File: src/rtl/fcwd_pkg.sv
// Package for the fieldbus command word decoder: bit positions, reset values, state encoding, carriers.
// Assumes a single drive clock; the command word arrives from adapter logic on the same clock.
package fcwd_pkg;
    localparam int unsigned BIT_RAMP_STOP = 0;
    localparam int unsigned BIT_COAST_STOP = 1;
    localparam int unsigned BIT_EMERG_STOP = 2;
    localparam int unsigned BIT_RUN = 3;
    localparam int unsigned BIT_RAMP_OUT_CLR = 4;
    localparam int unsigned BIT_RAMP_HOLD = 5;
    localparam int unsigned BIT_RAMP_IN_CLR = 6;
    localparam int unsigned BIT_FAULT_RESET = 7;
    localparam int unsigned BIT_JOG_ONE = 8;
    localparam int unsigned BIT_JOG_TWO = 9;
    localparam int unsigned BIT_REMOTE = 10;
    localparam int unsigned BIT_LOCATION = 11;
    localparam int unsigned BIT_USER_LO = 12;
    // Stop bits always pass, even with remote cleared.
    localparam logic [15:0] STOP_MASK = 16'h0007;
    // Safe word: all stops asserted, everything else off.
    localparam logic [15:0] CMD_RESET = 16'h0000;
    localparam logic [15:0] REF_RESET = 16'h0000;
    // Ramp-output-clear forcing level; the printed table leaves it unclear, so it is a constant.
    localparam logic RAMP_OUT_FORCE_LEVEL = 1'b1;
    // Emergency-stop time as printed is drive-parameter defined; a default is given in microseconds.
    localparam int unsigned EMERG_TIME_US = 10;
    localparam int unsigned CLK_MHZ = 200;
    localparam int unsigned EMERG_CYCLES = EMERG_TIME_US * CLK_MHZ;
    localparam int unsigned STAT_READY_ON = 0;
    localparam int unsigned STAT_READY_RUN = 1;
    localparam int unsigned STAT_READY_REF = 2;
    localparam int unsigned STAT_TRIPPED = 3;
    localparam int unsigned STAT_COAST_OFF = 4;
    localparam int unsigned STAT_EMERG_OFF = 5;
    localparam int unsigned STAT_INHIBITED = 6;
    localparam int unsigned STAT_REMOTE = 9;

    typedef enum logic [2:0] {
        FCWD_INHIBITED = 3'b000,
        FCWD_READY_ON = 3'b001,
        FCWD_READY_RUN = 3'b011,
        FCWD_OPERATING = 3'b010,
        FCWD_RAMP_STOP = 3'b110,
        FCWD_COAST_STOP = 3'b111,
        FCWD_EMERG_STOP = 3'b101,
        FCWD_FAULT = 3'b100
    } fcwd_state_t;

    typedef struct packed {
        logic ramp_out_zero;
        logic ramp_hold;
        logic ramp_in_zero;
        logic jog_one;
        logic jog_two;
        logic location_b;
        logic [3:0] user_bits;
    } fcwd_ramp_t;

    typedef struct packed {
        logic run_from_bus;
        logic ramp_in_from_bus;
        logic reset_from_bus;
        logic location_from_bus;
    } fcwd_cfg_t;
endpackage : fcwd_pkg

File: src/rtl/fcwd_decoder.sv
// Top of the fieldbus command word decoder: latches each word and drives the drive sequencer.
// Assumes the adapter logic and drive share i_sys_clk; config straps and fault come from same-clock logic.
`timescale 1ns/1ps
module fcwd_decoder (
    // Clock and reset
    input wire logic i_sys_clk,
    input wire logic i_resetn,
    // Command word from the adapter
    input wire logic i_cmd_wr,
    input wire logic [15:0] i_cmd_word,
    input wire logic [15:0] i_ref_word,
    // Source selection configuration
    input wire fcwd_pkg::fcwd_cfg_t i_cfg,
    input wire logic i_run_enable_ext,
    // Drive feedback
    input wire logic i_fault,
    input wire logic i_at_zero_speed,
    // Sequencer outputs
    output fcwd_pkg::fcwd_state_t o_state,
    output fcwd_pkg::fcwd_ramp_t o_ramp,
    output logic o_drive_on,
    output logic o_emerg_ramp,
    output logic o_fault_clear,
    output logic [15:0] o_ref,
    output logic [15:0] o_status_word
);
    fcwd_pkg::fcwd_state_t state_q, state_d;
    logic [15:0] held_cmd;
    logic [15:0] held_ref;
    logic held_new;
    logic [15:0] eff_cmd;
    logic remote_ok;
    logic ramp_stop_req;
    logic coast_req;
    logic emerg_req;
    logic run_en;
    logic run_req;
    logic reset_bit_q;
    logic reset_edge;
    logic fault_clear_q;
    logic [15:0] emerg_cnt_q, emerg_cnt_d;
    logic emerg_done;
    fcwd_pkg::fcwd_ramp_t ramp_q, ramp_d;
    logic [15:0] ref_q;
    logic [15:0] status_q, status_d;

    fcwd_word_latch u_latch (
        .i_sys_clk(i_sys_clk),
        .i_resetn(i_resetn),
        .i_wr(i_cmd_wr),
        .i_cmd(i_cmd_word),
        .i_ref(i_ref_word),
        .o_cmd(held_cmd),
        .o_ref(held_ref),
        .o_new(held_new)
    );

    // Stop bits pass regardless; the rest only with remote set, so a local master cannot run the drive.
    assign remote_ok = held_cmd[fcwd_pkg::BIT_REMOTE];
    assign eff_cmd = remote_ok ? held_cmd : (held_cmd & fcwd_pkg::STOP_MASK);

    assign ramp_stop_req = !eff_cmd[fcwd_pkg::BIT_RAMP_STOP];
    assign coast_req = !eff_cmd[fcwd_pkg::BIT_COAST_STOP];
    assign emerg_req = !eff_cmd[fcwd_pkg::BIT_EMERG_STOP];
    // When the fieldbus supplies run enable, the run bit is the enable itself.
    assign run_en = i_cfg.run_from_bus ? eff_cmd[fcwd_pkg::BIT_RUN] : i_run_enable_ext;
    assign run_req = eff_cmd[fcwd_pkg::BIT_RUN] && run_en;
    assign reset_edge = i_cfg.reset_from_bus && remote_ok && held_cmd[fcwd_pkg::BIT_FAULT_RESET]
        && !reset_bit_q;
    assign emerg_done = (emerg_cnt_q == 16'h0000) || i_at_zero_speed;

    // Sequencer: stop interlocks outrank everything except an active fault.
    always_comb begin
        state_d = state_q;
        case (state_q)
            fcwd_pkg::FCWD_FAULT: begin
                if (reset_edge) begin
                    state_d = fcwd_pkg::FCWD_INHIBITED;
                end
            end
            fcwd_pkg::FCWD_COAST_STOP: begin
                state_d = fcwd_pkg::FCWD_INHIBITED;
            end
            fcwd_pkg::FCWD_EMERG_STOP: begin
                if (coast_req) begin
                    state_d = fcwd_pkg::FCWD_COAST_STOP;
                end else if (emerg_done) begin
                    state_d = fcwd_pkg::FCWD_INHIBITED;
                end
            end
            fcwd_pkg::FCWD_RAMP_STOP: begin
                if (coast_req) begin
                    state_d = fcwd_pkg::FCWD_COAST_STOP;
                end else if (emerg_req) begin
                    state_d = fcwd_pkg::FCWD_EMERG_STOP;
                end else if (i_at_zero_speed) begin
                    state_d = fcwd_pkg::FCWD_READY_ON;
                end
            end
            fcwd_pkg::FCWD_INHIBITED: begin
                // Leaving inhibit needs a ramp-stop command first, as a restart safeguard.
                if (!coast_req && !emerg_req && ramp_stop_req) begin
                    state_d = fcwd_pkg::FCWD_READY_ON;
                end
            end
            fcwd_pkg::FCWD_READY_ON: begin
                if (coast_req || emerg_req) begin
                    state_d = fcwd_pkg::FCWD_INHIBITED;
                end else if (!ramp_stop_req) begin
                    state_d = fcwd_pkg::FCWD_READY_RUN;
                end
            end
            fcwd_pkg::FCWD_READY_RUN: begin
                if (coast_req) begin
                    state_d = fcwd_pkg::FCWD_INHIBITED;
                end else if (emerg_req) begin
                    state_d = fcwd_pkg::FCWD_INHIBITED;
                end else if (ramp_stop_req) begin
                    state_d = fcwd_pkg::FCWD_READY_ON;
                end else if (run_req) begin
                    state_d = fcwd_pkg::FCWD_OPERATING;
                end
            end
            fcwd_pkg::FCWD_OPERATING: begin
                if (coast_req) begin
                    state_d = fcwd_pkg::FCWD_COAST_STOP;
                end else if (emerg_req) begin
                    state_d = fcwd_pkg::FCWD_EMERG_STOP;
                end else if (ramp_stop_req) begin
                    state_d = fcwd_pkg::FCWD_RAMP_STOP;
                end else if (!run_req) begin
                    state_d = fcwd_pkg::FCWD_READY_RUN;
                end
            end
            default: begin
                state_d = fcwd_pkg::FCWD_INHIBITED;
            end
        endcase
        // A live fault overrides every request except a fault reset edge taken in the fault state.
        if (i_fault && state_q != fcwd_pkg::FCWD_FAULT) begin
            state_d = fcwd_pkg::FCWD_FAULT;
        end
    end

    // Emergency ramp timer loads on entry and counts down while the stop is in progress.
    always_comb begin
        emerg_cnt_d = emerg_cnt_q;
        if (state_q != fcwd_pkg::FCWD_EMERG_STOP) begin
            emerg_cnt_d = 16'(fcwd_pkg::EMERG_CYCLES);
        end else if (emerg_cnt_q != 16'h0000) begin
            emerg_cnt_d = emerg_cnt_q - 16'h0001;
        end
    end

    // Ramp controls follow the word in every sequencer state; all but the user bits need remote set.
    always_comb begin
        ramp_d.ramp_out_zero = (eff_cmd[fcwd_pkg::BIT_RAMP_OUT_CLR] == fcwd_pkg::RAMP_OUT_FORCE_LEVEL)
            && remote_ok;
        ramp_d.ramp_hold = remote_ok && !eff_cmd[fcwd_pkg::BIT_RAMP_HOLD];
        ramp_d.ramp_in_zero = i_cfg.ramp_in_from_bus && remote_ok
            && !eff_cmd[fcwd_pkg::BIT_RAMP_IN_CLR];
        // The master keeps bits four to six at zero while jogging; jog is refused otherwise.
        ramp_d.jog_one = eff_cmd[fcwd_pkg::BIT_JOG_ONE]
            && (eff_cmd[fcwd_pkg::BIT_RAMP_IN_CLR:fcwd_pkg::BIT_RAMP_OUT_CLR] == 3'h0);
        ramp_d.jog_two = eff_cmd[fcwd_pkg::BIT_JOG_TWO]
            && (eff_cmd[fcwd_pkg::BIT_RAMP_IN_CLR:fcwd_pkg::BIT_RAMP_OUT_CLR] == 3'h0);
        ramp_d.location_b = i_cfg.location_from_bus && eff_cmd[fcwd_pkg::BIT_LOCATION];
        ramp_d.user_bits = held_cmd[fcwd_pkg::BIT_USER_LO +: 4];
    end

    // Status word mirrors sequencer state back to the master.
    always_comb begin
        status_d = 16'h0000;
        status_d[fcwd_pkg::STAT_READY_ON] = (state_q == fcwd_pkg::FCWD_READY_ON)
            || (state_q == fcwd_pkg::FCWD_READY_RUN) || (state_q == fcwd_pkg::FCWD_OPERATING);
        status_d[fcwd_pkg::STAT_READY_RUN] = (state_q == fcwd_pkg::FCWD_READY_RUN)
            || (state_q == fcwd_pkg::FCWD_OPERATING);
        status_d[fcwd_pkg::STAT_READY_REF] = (state_q == fcwd_pkg::FCWD_OPERATING);
        status_d[fcwd_pkg::STAT_TRIPPED] = (state_q == fcwd_pkg::FCWD_FAULT);
        status_d[fcwd_pkg::STAT_COAST_OFF] = !coast_req;
        status_d[fcwd_pkg::STAT_EMERG_OFF] = !emerg_req;
        status_d[fcwd_pkg::STAT_INHIBITED] = (state_q == fcwd_pkg::FCWD_INHIBITED);
        status_d[fcwd_pkg::STAT_REMOTE] = remote_ok;
    end

    always_ff @(posedge i_sys_clk or negedge i_resetn) begin
        if (!i_resetn) begin
            state_q <= fcwd_pkg::FCWD_INHIBITED;
            emerg_cnt_q <= 16'h0000;
            reset_bit_q <= 1'b0;
            fault_clear_q <= 1'b0;
            ramp_q <= '0;
            ref_q <= fcwd_pkg::REF_RESET;
            status_q <= 16'h0000;
        end else begin
            state_q <= state_d;
            emerg_cnt_q <= emerg_cnt_d;
            reset_bit_q <= held_cmd[fcwd_pkg::BIT_FAULT_RESET];
            fault_clear_q <= reset_edge && (state_q == fcwd_pkg::FCWD_FAULT);
            ramp_q <= ramp_d;
            // Reference passes untouched as a two's complement word; held at zero off remote.
            ref_q <= remote_ok ? held_ref : fcwd_pkg::REF_RESET;
            status_q <= status_d;
        end
    end

    assign o_state = state_q;
    assign o_ramp = ramp_q;
    // Drive stays energised through a ramp or emergency stop; coast removes it at once.
    assign o_drive_on = (state_q == fcwd_pkg::FCWD_OPERATING) || (state_q == fcwd_pkg::FCWD_RAMP_STOP)
        || (state_q == fcwd_pkg::FCWD_EMERG_STOP);
    assign o_emerg_ramp = (state_q == fcwd_pkg::FCWD_EMERG_STOP);
    assign o_fault_clear = fault_clear_q;
    assign o_ref = ref_q;
    assign o_status_word = status_q;

    coast_stop_a: assert property (@(posedge i_sys_clk) disable iff (!i_resetn)
        (state_q == fcwd_pkg::FCWD_OPERATING && coast_req && !i_fault)
        |=> state_q == fcwd_pkg::FCWD_COAST_STOP ##1 state_q == fcwd_pkg::FCWD_INHIBITED)
        else $error("coast stop did not reach inhibit");
    emerg_stop_a: assert property (@(posedge i_sys_clk) disable iff (!i_resetn)
        (state_q == fcwd_pkg::FCWD_OPERATING && emerg_req && !coast_req && !i_fault)
        |=> state_q == fcwd_pkg::FCWD_EMERG_STOP && o_emerg_ramp)
        else $error("emergency stop not entered");
    ramp_stop_a: assert property (@(posedge i_sys_clk) disable iff (!i_resetn)
        (state_q == fcwd_pkg::FCWD_OPERATING && ramp_stop_req && !coast_req && !emerg_req && !i_fault)
        |=> state_q == fcwd_pkg::FCWD_RAMP_STOP) else $error("ramp stop not entered");
    ready_run_a: assert property (@(posedge i_sys_clk) disable iff (!i_resetn)
        (state_q == fcwd_pkg::FCWD_READY_ON && !ramp_stop_req && !coast_req && !emerg_req && !i_fault)
        |=> state_q == fcwd_pkg::FCWD_READY_RUN) else $error("ready to operate not reached");
    run_enter_a: assert property (@(posedge i_sys_clk) disable iff (!i_resetn)
        (state_q == fcwd_pkg::FCWD_READY_RUN && run_req && !ramp_stop_req && !coast_req && !emerg_req
        && !i_fault) |=> state_q == fcwd_pkg::FCWD_OPERATING) else $error("operation not enabled");
    run_inhibit_a: assert property (@(posedge i_sys_clk) disable iff (!i_resetn)
        (state_q == fcwd_pkg::FCWD_OPERATING && !run_req && !ramp_stop_req && !coast_req && !emerg_req
        && !i_fault) |=> state_q == fcwd_pkg::FCWD_READY_RUN) else $error("run bit low not inhibiting");
    fault_reset_a: assert property (@(posedge i_sys_clk) disable iff (!i_resetn)
        (state_q == fcwd_pkg::FCWD_FAULT && !i_cfg.reset_from_bus) |=> state_q == fcwd_pkg::FCWD_FAULT)
        else $error("fault cleared without bus reset source");
    fault_edge_a: assert property (@(posedge i_sys_clk) disable iff (!i_resetn)
        (state_q == fcwd_pkg::FCWD_FAULT && reset_edge) |=> o_fault_clear
        && state_q == fcwd_pkg::FCWD_INHIBITED) else $error("fault reset edge lost");
    ramp_in_a: assert property (@(posedge i_sys_clk) disable iff (!i_resetn)
        !i_cfg.ramp_in_from_bus |=> !o_ramp.ramp_in_zero) else $error("ramp input clear not gated");
    remote_gate_a: assert property (@(posedge i_sys_clk) disable iff (!i_resetn)
        !held_cmd[fcwd_pkg::BIT_REMOTE] |=> !o_ramp.jog_one && !o_ramp.jog_two && o_ref == 16'h0000)
        else $error("command passed without remote");
    location_a: assert property (@(posedge i_sys_clk) disable iff (!i_resetn)
        (i_cfg.location_from_bus && remote_ok) |=> o_ramp.location_b == $past(held_cmd[fcwd_pkg::BIT_LOCATION]))
        else $error("location select wrong");
endmodule : fcwd_decoder

File: src/rtl/fcwd_word_latch.sv
// Holds the command word and reference as one unit when the strobe arrives.
// Assumes the strobe and data come from logic on the same clock.
`timescale 1ns/1ps
module fcwd_word_latch (
    // Clock and reset
    input wire logic i_sys_clk,
    input wire logic i_resetn,
    // Received words
    input wire logic i_wr,
    input wire logic [15:0] i_cmd,
    input wire logic [15:0] i_ref,
    // Held words
    output logic [15:0] o_cmd,
    output logic [15:0] o_ref,
    output logic o_new
);
    logic [15:0] cmd_q;
    logic [15:0] ref_q;
    logic new_q;

    always_ff @(posedge i_sys_clk or negedge i_resetn) begin
        if (!i_resetn) begin
            cmd_q <= fcwd_pkg::CMD_RESET;
            ref_q <= fcwd_pkg::REF_RESET;
            new_q <= 1'b0;
        end else begin
            new_q <= i_wr;
            if (i_wr) begin
                cmd_q <= i_cmd;
                ref_q <= i_ref;
            end
        end
    end

    assign o_cmd = cmd_q;
    assign o_ref = ref_q;
    assign o_new = new_q;

    word_latch_a: assert property (@(posedge i_sys_clk) disable iff (!i_resetn)
        i_wr |=> (cmd_q == $past(i_cmd)) && new_q) else $error("command word not latched whole");
endmodule : fcwd_word_latch

File: config.mk
export PLATFORM = sky130hd
export DESIGN_NAME = fcwd_decoder
export DESIGN_NICKNAME = d
export VERILOG_FILES = /design/src/rtl/fcwd_pkg.sv /design/src/rtl/fcwd_decoder.sv /design/src/rtl/fcwd_word_latch.sv
export SDC_FILE = /design/constraint.sdc
export NUM_CORES = 1
export LEC_CHECK = 0
export BUFFER_PORTS_ARGS = -buffer_cell sky130_fd_sc_hd__buf_2
export CORE_ASPECT_RATIO = 0.7
export CORE_MARGIN = 2
export CORE_UTILIZATION = 40
export CTS_CLUSTER_SIZE = 30
export DETAILED_ROUTE_END_ITERATION = 10
export GPL_ROUTABILITY_DRIVEN = 0
export PLACE_DENSITY = 0.6
export SLEW_MARGIN = 5
export SYNTH_ARGS = -nofsm -noshare
export SYNTH_HDL_FRONTEND = slang
export SYNTH_SLANG_ARGS = --single-unit
File: constraint.sdc
create_clock -name i_sys_clk -period 2.9 [get_ports i_sys_clk]
set_input_delay 0.435 -clock i_sys_clk [delete_from_list [all_inputs] [get_ports i_sys_clk]]
set_output_delay 0.435 -clock i_sys_clk [all_outputs]
set_load 0.01 [all_outputs]
; ---- After elaboration in Yosys (flattened, before gate mapping)
; Index checks and enable logic that the tools add are counted.
; W data, S select, Z words.
[word_totals]
output_inout_bits = 48
word_cells = 90
register_bits = 87
[classes]
n_reduce_logical = 34
mux = 24
add_sub_neg = 1
n_eq_ne = 16
[op_table]
columns = op, n
row1 = $mux W3, 18
row2 = $mux W16, 3
row3 = $pmux W3 S8, 1
row4 = $logic_not A16 Y1, 1
row5 = $reduce_bool A16 Y1, 1
row6 = $sub A16 B1 Y16 const B, 1
row7 = $logic_and A1 B1 Y1, 15
row8 = $eq A3 B3 Y1 const B, 4
row9 = $mux W12, 1
row10 = $logic_or A1 B1 Y1, 7
row11 = $reduce_and A7 Y1, 1
row12 = $eq A3 B2 Y1 const B, 2
row13 = $logic_not A1 Y1, 6
row14 = $logic_not A3 Y1, 2
row15 = $ne A3 B3 Y1 const B, 2
row16 = $ne A6 B5 Y1 const B, 1
row17 = $ne A6 B6 Y1 const B, 1
row18 = $ne A5 B5 Y1 const B, 1
row19 = $ne A4 B2 Y1 const B, 1
row20 = $ne A4 B4 Y1 const B, 1
row21 = $eq A3 B1 Y1 const B, 1
row22 = $ne A3 B1 Y1 const B, 1
row23 = $ne A3 B2 Y1 const B, 1
row24 = $reduce_bool A2 Y1, 1
row25 = $mux W1, 1

; ---- Logic depth before layout (Yosys ltp)
; Gate-level depths: netlist of the first run.
[logic_depth]
ltp_word = 9
ltp_mapped = 7
mapped_depth_nobuf = 7

; ---- Hierarchy
; From an unflattened synthesis of the first run, not the netlist that was laid out.
[unflattened]
hier_cells = 289
hier_area_um2 = 3761.1
[modules_own_cells]
columns = module, area_each_um2, cells_each, seq_area_each_um2, instances
row1 = fcwd_decoder, 2391.0, 220, 1376.3, 1
row2 = fcwd_word_latch, 1370.1, 69, 825.8, 1

; ---- Least setup slack after synthesis of the first run
; Ideal clock, no wire load.
[synth_path]
kind = reg2reg
start = register emerg_cnt_q[12]
end = register emerg_cnt_q[8]
stages_incl_launch_ff = 7
arrival_time_ps = 1942
n_path_buf = 1
setup_slack_ps = 833
period_less_slack_ps = 2067
setup_ps = 125
path_cell_list = dfrtp_1 or4_4 or4b_4 buf_6 o2111ai_2 xor2_1 nand2_1
[synth_between]
elab_chain_cells = 2
[synth_rtl]
columns = element, line
row1 = "start, declared", fcwd_decoder.sv:41  ; logic [15:0] emerg_cnt_q, emerg_cnt_d;
row2 = "start signal, assigned", fcwd_decoder.sv:197  ; emerg_cnt_q <= emerg_cnt_d;
row3 = $reduce_bool A16 Y1, fcwd_decoder.sv:150  ; end else if (emerg_cnt_q != 16'h0000) begin
row4 = $reduce_bool A2 Y1 (no source line), --
; Every way passes these cells.
; A chain may end at the register's enable or synchronous reset.

; ---- Final worst setup path of the first run
[layout_path]
start = register state_q[2] (netlist: o_state[2])
end = output port o_drive_on
[layout_between]
elab_chain_cells = 3
elab_cells_between_ends = 5
[layout_rtl]
columns = element, line
row1 = "start, declared", fcwd_decoder.sv:27  ; fcwd_pkg::fcwd_state_t state_q, state_d;
row2 = "start signal, assigned", fcwd_decoder.sv:188  ; state_q <= fcwd_pkg::FCWD_INHIBITED;
row3 = "start signal, assigned", fcwd_decoder.sv:196  ; state_q <= state_d;
row4 = $eq A3 B2 Y1 / $eq A3 B3 Y1 (equally long branches), fcwd_decoder.sv:210  ; assign o_drive_on = (state_q == fcwd_pkg::FCWD_OPERATING) || (state_q == fcwd_pkg::FCWD_RAMP_STOP)
row5 = $logic_or A1 B1 Y1, fcwd_decoder.sv:210
row6 = $logic_or A1 B1 Y1 (*), fcwd_decoder.sv:211  ; || (state_q == fcwd_pkg::FCWD_EMERG_STOP);
row7 = "end, declared", fcwd_decoder.sv:21  ; output logic o_drive_on,
; Every way passes the cells marked *; elsewhere a longest branch is shown, timed or not.

==> impl_metrics.yaml, run 1 <==
layout:
  diodes: 0
  syn2layout_area_growth_pct: 22.29
  finalInstanceArea_sq_um: 4379
  layout-drive-gt1-share_pct: 37.63
  final_nets: 411
synth:
  synth_mux_area_share_pct: 10.90
  yosysWarnings: 0
  synth_top_family_by_area: "simple AND/OR/NAND/NOR gates"
  seq_area_frac_synth_pct: 60.80
  synth-simple-area-share_pct: 14.88
  synth-xor-area-share_pct: 2.935
  synthAdderAreaFrac_pct: 0.6988
  synth_ff_type: "dfrtp_1"
  ys_async_sr_fraction_pct: 100.0
  avgSynthCellArea_sq_um: 12.52
  synth_edf_count: 0
  synth_compound_area_share_pct: 5.905
  synthDistinctLibCells: 46
  ys_seq_elements: 87
  synth_area_sq_um: 3581
  syn_inst: 286
timing:
  grt_setup_unrepaired: "false"
  setup_violations: 0
  finalCritPeriodShare_pct: 89.38
  hold_ws_ns: 0.1155
  tightestPinTransition_ns: 0.7695
  fmax_ghz: 0.3858
  final.setup.tns_ns: 0
  relSlewSlack_pct: 48.70
  hold_viol_final: 0
  period_minus_slack_ns: 2.592
  slew_viol_final: 0
  skew_ns: 0.006470
power:
  p_leak_nw: 2.023
  power.density_nw_per_um2: 715.0
  p_total_mw: 3.131
  ir_drop_uv: 353.5
critical_path:
  critPathArrivalTime_ns: 2.16
  cp-start-kind: "flop"
  r2r_cells: 5
  path_class: "flop to output pin"
  cp_max_fo: 14
  required_ns: 2.47
  crit_path_end_kind: "output pin"
place:
  portBuffers: 81
  dp_hpwl_um: 4861
  dpl-instance-area_sq_um: 4084
clocking:
  cts_sinks: 87
  clock_latency_ns: 0.33
  h-tree-depth: 3
  clk_pin_slew_ns: 0.06
  cts_setup_buffers: 0
  cts_hold_buf: 0
  cts_buffers: 9
  cts_buffer_depth: 2
  tritoncts: "done"
  ctsResizeCount: 0
  root_buffer: "clkbuf_16"
routing:
  drc: 0
  viasPerCell: 4.752
  drt_pass1_iterations: 4
  drtIter0Drc: 114
  post_drt_wl_per_cell_um: 14.24
  drtAntennaViolNets: 0
  wl_um: 7005
  num_vias: 2338
grt:
  grt_max_degree: 53
  grt_pass1_vias: 2334
  grt_overflow: 0
  grt_first_pass_wirelength_um: 11650
  grt_use_total_pct: 15.84
  grt_antenna_before_repair: 0
status:
  status: "completed"
die:
  start_util_pct: 41.72
  die_w_um: 117.1
  dieHeight_um: 83.16
  placementRows: 28
  die-area_sq_um: 9737
  core_area_sq_um: 8583
  ios: 90
job:
  cap_violations: 0
worst_hold_path:
  hold_class: "input pin to async pin"
==> worst paths after layout <==
path                                   start           endpoint  slack [ns]
setup / recovery                  o_state[2]         o_drive_on        0.31
hold / removal                      i_resetn           o_ref[3]        0.12
setup reg to reg              emerg_cnt_q[4]    emerg_cnt_q[13]        0.70
hold reg to reg            u_latch.o_cmd[15]          o_ramp[3]        0.37
max in group asynchronous           i_resetn           o_ref[4]        2.13
min in group i_sys_clk        i_ref_word[15]  u_latch.o_ref[15]        0.33
==> metrics by stage <==
stage | cells | worst slack (ns) | utilization (%)
6_report | 492 | 0.3080 | 51.02
5_1_grt | 492 | 0.06835 | 51.02
4_1_cts | 492 | 0.2992 | 51.02
3_5_place_dp | 476 | 0.6695 | 47.58
3_3_place_gp | 476 | 0.7295 | 47.58
2_1_floorplan | 293 | 0.8328 | -
==> critical path, stage by stage (launching register included) <==
cell and delay (ns):
dfrtp_1 0.51, nor2b_1 0.24, nand2_1 0.36, clkinv_1 0.32, nor2_1 0.21, inv_1 0.05
buf_2 0.13
==> cell type report <==
cell class / count / area, sq um
Tap cell: 120 / 150.1
Clock inverter: 4 / 28.78
Inverter: 5 / 18.77
Fill cell: 804 / 4204
Clock buffer: 12 / 266.5
Timing Repair Buffer: 84 / 442.9
Multi-Input combinational cell: 180 / 1295
Sequential cell: 87 / 2177
==> cell usage in the layout (no fill, tap or decap), drive strengths merged, types with 2 or more instances in the layout <==
cell type	netlist	layout
inv	4	4
mux2i	3	3
buf	12	84
nand2b	5	5
clkinvlp	0	2
nand3	2	2
nor2	22	22
a211oi	4	4
and2	19	19
or4	4	4
nand2	12	12
ha	2	2
clkinv	1	3
nand4	3	3
nor2b	6	6
xnor2	4	4
nor3b	4	4
a31oi	2	2
o211ai	2	2
xor2	8	8
nor4	2	2
nand3b	3	3
a21oi	7	7
o21ai	8	8
nor3	5	5
and3	2	2
conb	1	8
dfrtp	87	87
mux2	32	32
clkbuf	9	12
==> power by group <==
part | internal [mW] | switching, mW
combinational | 0.272 | 0.322
sequential | 1.34 | 0.0864
clock | 0.650 | 0.458
total | 2.26 | 0.867
==> registers in the layout (all words and copies together), names as in the netlist <==
register / flops
o_state: 3
emerg_cnt_q: 16
o_fault_clear: 1
reset_bit_q: 1
o_ref: 16
u_latch.o_ref: 16
u_latch.o_cmd: 16
o_ramp: 10
o_status_word: 8
==> per-layer routing <==
metal	share of wire, %	GRT usage, %	routed length, um
met1	46	20.87	3219
met4	1.4	5.134	97
met3	7.0	6.934	488
met5	0	0	0
met2	46	23.44	3200
==> cells in the mapped netlist (2+ instances only) <==
cell type   n  area share [%]
nor2_1     22             2.3
nand2_1    12             1.3
a211oi_1    3            0.63
nor2b_1     6             1.0
buf_1       3            0.31
ha_1        2            0.70
buf_4       8             1.7
and2_1     19             3.3
nand3b_1    3            0.63
a31oi_1     2            0.35
or4_1       3            0.63
xnor2_1     4            0.98
nor4_1      2            0.35
xor2_1      8             2.0
nand3_1     2            0.28
o21ai_0     7            0.98
dfrtp_1    87              61
nor3_1      5            0.70
nor3b_1     4            0.84
mux2i_1     3            0.84
mux2_2     32              10
nand2b_1    5            0.87
and3_1      2            0.35
inv_1       4            0.42
a21oi_1     7            0.98
clkbuf_1    9            0.94
nand4_1     3            0.52
==> kinds of logic after synthesis <==
family,Yosys count
and+or+nand+nor,93
adders and majority gates,2
DFF,87
xor gates and xnor gates,12
muxes,35
AOI/OAI and AO/OA,30
buffers and inverters,26
other,1
(Power assumes the default switching activity.)
==> run 2: changes to the inputs <==
--- a/config.mk
+++ b/config.mk
@@ -8,11 +8,11 @@
 export BUFFER_PORTS_ARGS = -buffer_cell sky130_fd_sc_hd__buf_2
 export CORE_ASPECT_RATIO = 0.7
 export CORE_MARGIN = 2
-export CORE_UTILIZATION = 40
+export CORE_UTILIZATION = 53
 export CTS_CLUSTER_SIZE = 30
 export DETAILED_ROUTE_END_ITERATION = 10
 export GPL_ROUTABILITY_DRIVEN = 0
-export PLACE_DENSITY = 0.6
+export PLACE_DENSITY = 0.77
 export SLEW_MARGIN = 5
 export SYNTH_ARGS = -nofsm -noshare
 export SYNTH_HDL_FRONTEND = slang
==> run 2 against run 1 <==
  * Core utilization is 13 points higher
  * Total power is 8.9% lower
  * Wire length is 1.8% lower
  * Fmax is 0.23% lower
  * Flip-flop and latch count stayed put
  * Design area is 3.5% lower
  * Clock power is 26% lower
  * Sequential power hardly changed
  * Largest power group unchanged
==> impl_metrics.yaml, run 2 (same netlist as run 1, synthesis figures left out) <==
layout:
  diodes: 0
  layout-drive-gt1-share_pct: 37.30
  finalNonFillerCells: 464
  layout_common_cells: "dfrtp_1 (87), buf_2 (80), mux2_2 (32), nor2_1 (22), and2_1 (19)"
  final_nets: 410
  syn2layout_area_growth_pct: 17.99
  layout_commonest_cell: "dfrtp_1"
power:
  power.density_nw_per_um2: 674.8
  p_leak_nw: 1.961
  ir_drop_uv: 337.8
  p_total_mw: 2.851
die:
  start_util_pct: 54.00
  dieHeight_um: 72.77
  ios: 90
  placementRows: 25
  die_w_um: 102.2
  die-area_sq_um: 7440
  core_area_sq_um: 6631
critical_path:
  critPathArrivalTime_ns: 2.16
  crit_path_end_kind: "output pin"
  path_class: "flop to output pin"
  path_cells: "nor2b_1, nand2_1, clkinv_1, nor2_1, inv_1, buf_2"
  required_ns: 2.47
  cp-start-kind: "flop"
  max_stage_delay_ns: 0.51
  slowest_stage: "dfrtp_1"
  cp_max_fo: 14
clocking:
  cts_hold_buf: 0
  cts_setup_buffers: 0
  ctsResizeCount: 0
  root_buffer: "clkbuf_8"
  clock_latency_ns: 0.36
  tritoncts: "done"
  cts_buffers: 9
  cts_sinks: 87
  h-tree-depth: 3
  clk_pin_slew_ns: 0.09
  cts_buffer_depth: 2
timing:
  setup_violations: 0
  relSlewSlack_pct: 29.49
  grt_setup_unrepaired: "false"
  period_minus_slack_ns: 2.598
  skew_ns: 0.01183
  hold_viol_final: 0
  final.setup.tns_ns: 0
  slew_viol_final: 0
  finalCritPeriodShare_pct: 89.58
  tightestPinTransition_ns: 1.058
  fmax_ghz: 0.3849
grt:
  grt_max_degree: 88
  grt_use_total_pct: 20.19
  grt_first_pass_wirelength_um: 11320
  grt_antenna_before_repair: 0
  grt_overflow: 0
  grt_pass1_vias: 2355
routing:
  post_drt_wl_per_cell_um: 14.82
  drtIter0Drc: 168
  drc: 0
  drtAntennaViolNets: 0
  drt_pass1_iterations: 4
  viasPerCell: 5.144
  wl_um: 6877
  num_vias: 2387
worst_hold_path:
  hold_class: "input pin to async pin"
place:
  portBuffers: 81
  numPlacedInstances: 449
  dp_hpwl_um: 4808
job:
  cap_violations: 0
status:
  status: "completed"
## run 2: worst paths after layout
path,start,to,slack [ns],cells after the start
worst max-delay path,o_state[2],o_drive_on,0.30,6
worst min register to register,u_latch.o_cmd[13],o_ramp[1],0.38,0
worst max register to register,emerg_cnt_q[8],emerg_cnt_q[15],0.70,5
max in group asynchronous,i_resetn,u_latch.o_ref[11],1.96,1
worst min-delay path,i_resetn,u_latch.o_cmd[14],0.24,1
min in group i_sys_clk,i_ref_word[4],u_latch.o_ref[4],0.30,2
## run 2: final cells by class
| class | count | area [sq um] |
|---|---|---|
| Clock inverter | 6 | 70.07 |
| Tap cell | 94 | 117.6 |
| Sequential cell | 87 | 2177 |
| Timing Repair Buffer | 83 | 422.9 |
| Multi-Input combinational cell | 180 | 1295 |
| Clock buffer | 9 | 123.9 |
| Fill cell | 534 | 2406 |
| Inverter | 5 | 18.77 |
## run 2: critical path: cells and delay by family, from the launching register on
kind	cells	cell delay, ns
buffers and inverters	3	0.48
flip-flops	1	0.51
AND/OR/NAND/NOR	3	0.81
## run 2: per-stage QoR
step,setup WS [ns],instance area [sq um],util [%],hold slack [ns]
2_1_floorplan,0.8328,3607,-,0.1394
3_3_place_gp,0.7992,4031,60.79,0.3546
3_5_place_dp,0.7177,4031,60.79,0.3631
4_1_cts,0.3107,4225,63.72,0.2821
5_1_grt,0.07676,4225,63.72,0.2861
6_report,0.3021,4225,63.72,0.2395
## run 2: routing by layer
metal	vias to the layer above	wire, um	track usage, %
li1	1122	-	-
met5	-	0	0
met3	18	493	7.088
met4	0	166	8.296
met2	95	3253	31.73
met1	1152	2963	25.83
## run 2: power breakdown
group          leakage (nW)  switching (mW)  internal, mW
logic                 0.807           0.329         0.270
clock network        0.0879           0.425         0.397
registers              1.07          0.0903          1.34
==> run 3: changes to the inputs <==
--- a/config.mk
+++ b/config.mk
@@ -12,7 +12,9 @@
 export CTS_CLUSTER_SIZE = 30
 export DETAILED_ROUTE_END_ITERATION = 10
 export GPL_ROUTABILITY_DRIVEN = 0
+export GPL_TIMING_DRIVEN = 0
 export PLACE_DENSITY = 0.77
+export REMOVE_ABC_BUFFERS = 1
 export SLEW_MARGIN = 5
 export SYNTH_ARGS = -nofsm -noshare
 export SYNTH_HDL_FRONTEND = slang
==> run 3 against run 2 <==
  * Register-to-register slack is essentially flat
  * Worst hold slack lost 0.16 ns
  * Final cell count is the same
  * Critical path depth is the same
  * Largest cell class unchanged
  * Largest power group unchanged
==> impl_metrics.yaml, run 3 (same netlist as run 1, synthesis figures left out) <==
layout:
  final_nets: 409
  layout_common_cells: "dfrtp_1 (87), buf_2 (80), mux2_2 (32), nor2_1 (22), and2_1 (19)"
  layout_commonest_cell: "dfrtp_1"
  utilization_pct: 63.96
  layout-drive-gt1-share_pct: 37.30
  diodes: 0
  syn2layout_area_growth_pct: 18.45
critical_path:
  path_class: "flop to output pin"
  critPathArrivalTime_ns: 2.21
  slowest_stage: "dfrtp_1"
  cp-start-kind: "flop"
  cp_max_fo: 14
  crit_path_end_kind: "output pin"
  required_ns: 2.47
  path_cells: "nor2b_1, nand2_1, clkinv_1, nor2_1, inv_1, buf_2"
  max_stage_delay_ns: 0.53
clocking:
  clk_pin_slew_ns: 0.09
  clock_latency_ns: 0.35
  h-tree-depth: 3
  root_buffer: "clkbuf_8"
  cts_sinks: 87
  cts_buffers: 9
  cts_setup_buffers: 0
  tritoncts: "done"
  cts_buffer_depth: 2
  ctsResizeCount: 0
  cts_hold_buf: 0
power:
  combinationalPowerShare_pct: 19.6
  seqPwrFrac_pct: 50.9
  p_switching_uw: 833.4
  ir_drop_uv: 475.6
  p_leak_nw: 1.971
  p_int_mw: 2.028
  power.density_nw_per_um2: 674.6
  p_sw_share_pct: 29.13
  p_total_mw: 2.861
  p_clk_share_pct: 29.4
timing:
  setup_violations: 0
  slew_viol_final: 0
  final.setup.tns_ns: 0
  tightestPinTransition_ns: 0.7235
  grt_setup_unrepaired: "false"
  finalCritPeriodShare_pct: 91.04
  fmax_ghz: 0.3788
  hold_ws_ns: 0.08389
  hold_viol_final: 0
  skew_ns: 0.009543
  period_minus_slack_ns: 2.640
  relSlewSlack_pct: 51.76
grt:
  grt_pass1_vias: 2424
  grt_use_total_pct: 19.41
  grt_antenna_before_repair: 0
  grt_first_pass_wirelength_um: 11020
  grt_overflow: 0
  grt_max_degree: 48
routing:
  drtAntennaViolNets: 0
  drt_pass1_iterations: 4
  viasPerCell: 4.974
  drtIter0Drc: 177
  wl_um: 6524
  drc: 0
  post_drt_wl_per_cell_um: 14.06
  num_vias: 2308
worst_hold_path:
  hold_class: "input pin to async pin"
place:
  dp_hpwl_um: 4610
  portBuffers: 81
die:
  dieHeight_um: 72.77
  core_area_sq_um: 6631
  die_w_um: 102.2
  ios: 90
  die-area_sq_um: 7440
  placementRows: 25
  start_util_pct: 54.00
status:
  status: "completed"
job:
  cap_violations: 0
==> run 3: changes by cell type in the layout (fill, tap and decap cells not counted) <==
cell | before | now
buf_12 | 0 | 1
clkinvlp_4 | 3 | 2
buf_4 | 3 | 1
clkinv_2 | 0 | 1
clkbuf_8 | 9 | 10
==> run 3: power groups by stage <==
stage,clock (mW),combinational [mW],sequential (mW)
final,0.842,0.562,1.46
after global routing,0.918,0.624,1.48
after CTS,0.864,0.566,1.46
after detailed placement,0,0.560,1.48
after global placement,0,0.541,1.47
after floorplan,0,0.327,1.49
==> run 3: worst max-delay path: cells and delay by family (launching register included) <==
kind	cells	cell delay, ns
buffers and inverters	3	0.51
flip-flops	1	0.53
AND/OR/NAND/NOR	3	0.81
==> run 3: final timing paths <==
| kind | startpoint | end | slack, ns | cells past startpoint |
|---|---|---|---|---|
| setup / recovery | o_state[2] | o_drive_on | 0.26 | 6 |
| hold / removal | i_resetn | reset_bit_q | 0.08 | 1 |
| setup reg to reg | emerg_cnt_q[8] | o_state[1] | 0.70 | 5 |
| hold reg to reg | u_latch.o_cmd[15] | o_ramp[3] | 0.38 | 0 |
| max in group asynchronous | i_resetn | emerg_cnt_q[5] | 2.19 | 2 |
| min in group i_sys_clk | i_cfg[2] | o_ramp[7] | 0.30 | 3 |
==> run 3: stage by stage <==
stage / std cells / cell area (sq um) / worst slack (ns)
floorplan: 272 / 3491 / 0.8861
global placement: 447 / 4014 / 0.6493
detailed placement: 448 / 4036 / 0.6483
CTS: 464 / 4242 / 0.2586
global route: 464 / 4242 / 0.02721
finish: 464 / 4242 / 0.2599
==> run 3: layout make-up <==
type	count	area, sq um
Multi-Input combinational cell	180	1295
Fill cell	570	2390
Inverter	5	18.77
Timing Repair Buffer	82	427.9
Clock inverter	6	67.56
Clock buffer	10	137.6
Tap cell	94	117.6
Sequential cell	87	2177
==> run 3: per-layer routing <==
metal / vias to the layer above / GRT usage (%) / part of all wire, %
met4: 0 / 7.556 / 1.8
li1: 1120 / - / -
met3: 15 / 4.981 / 4.9
met1: 1105 / 24.44 / 44
met5: - / 0 / 0
met2: 68 / 32.60 / 49
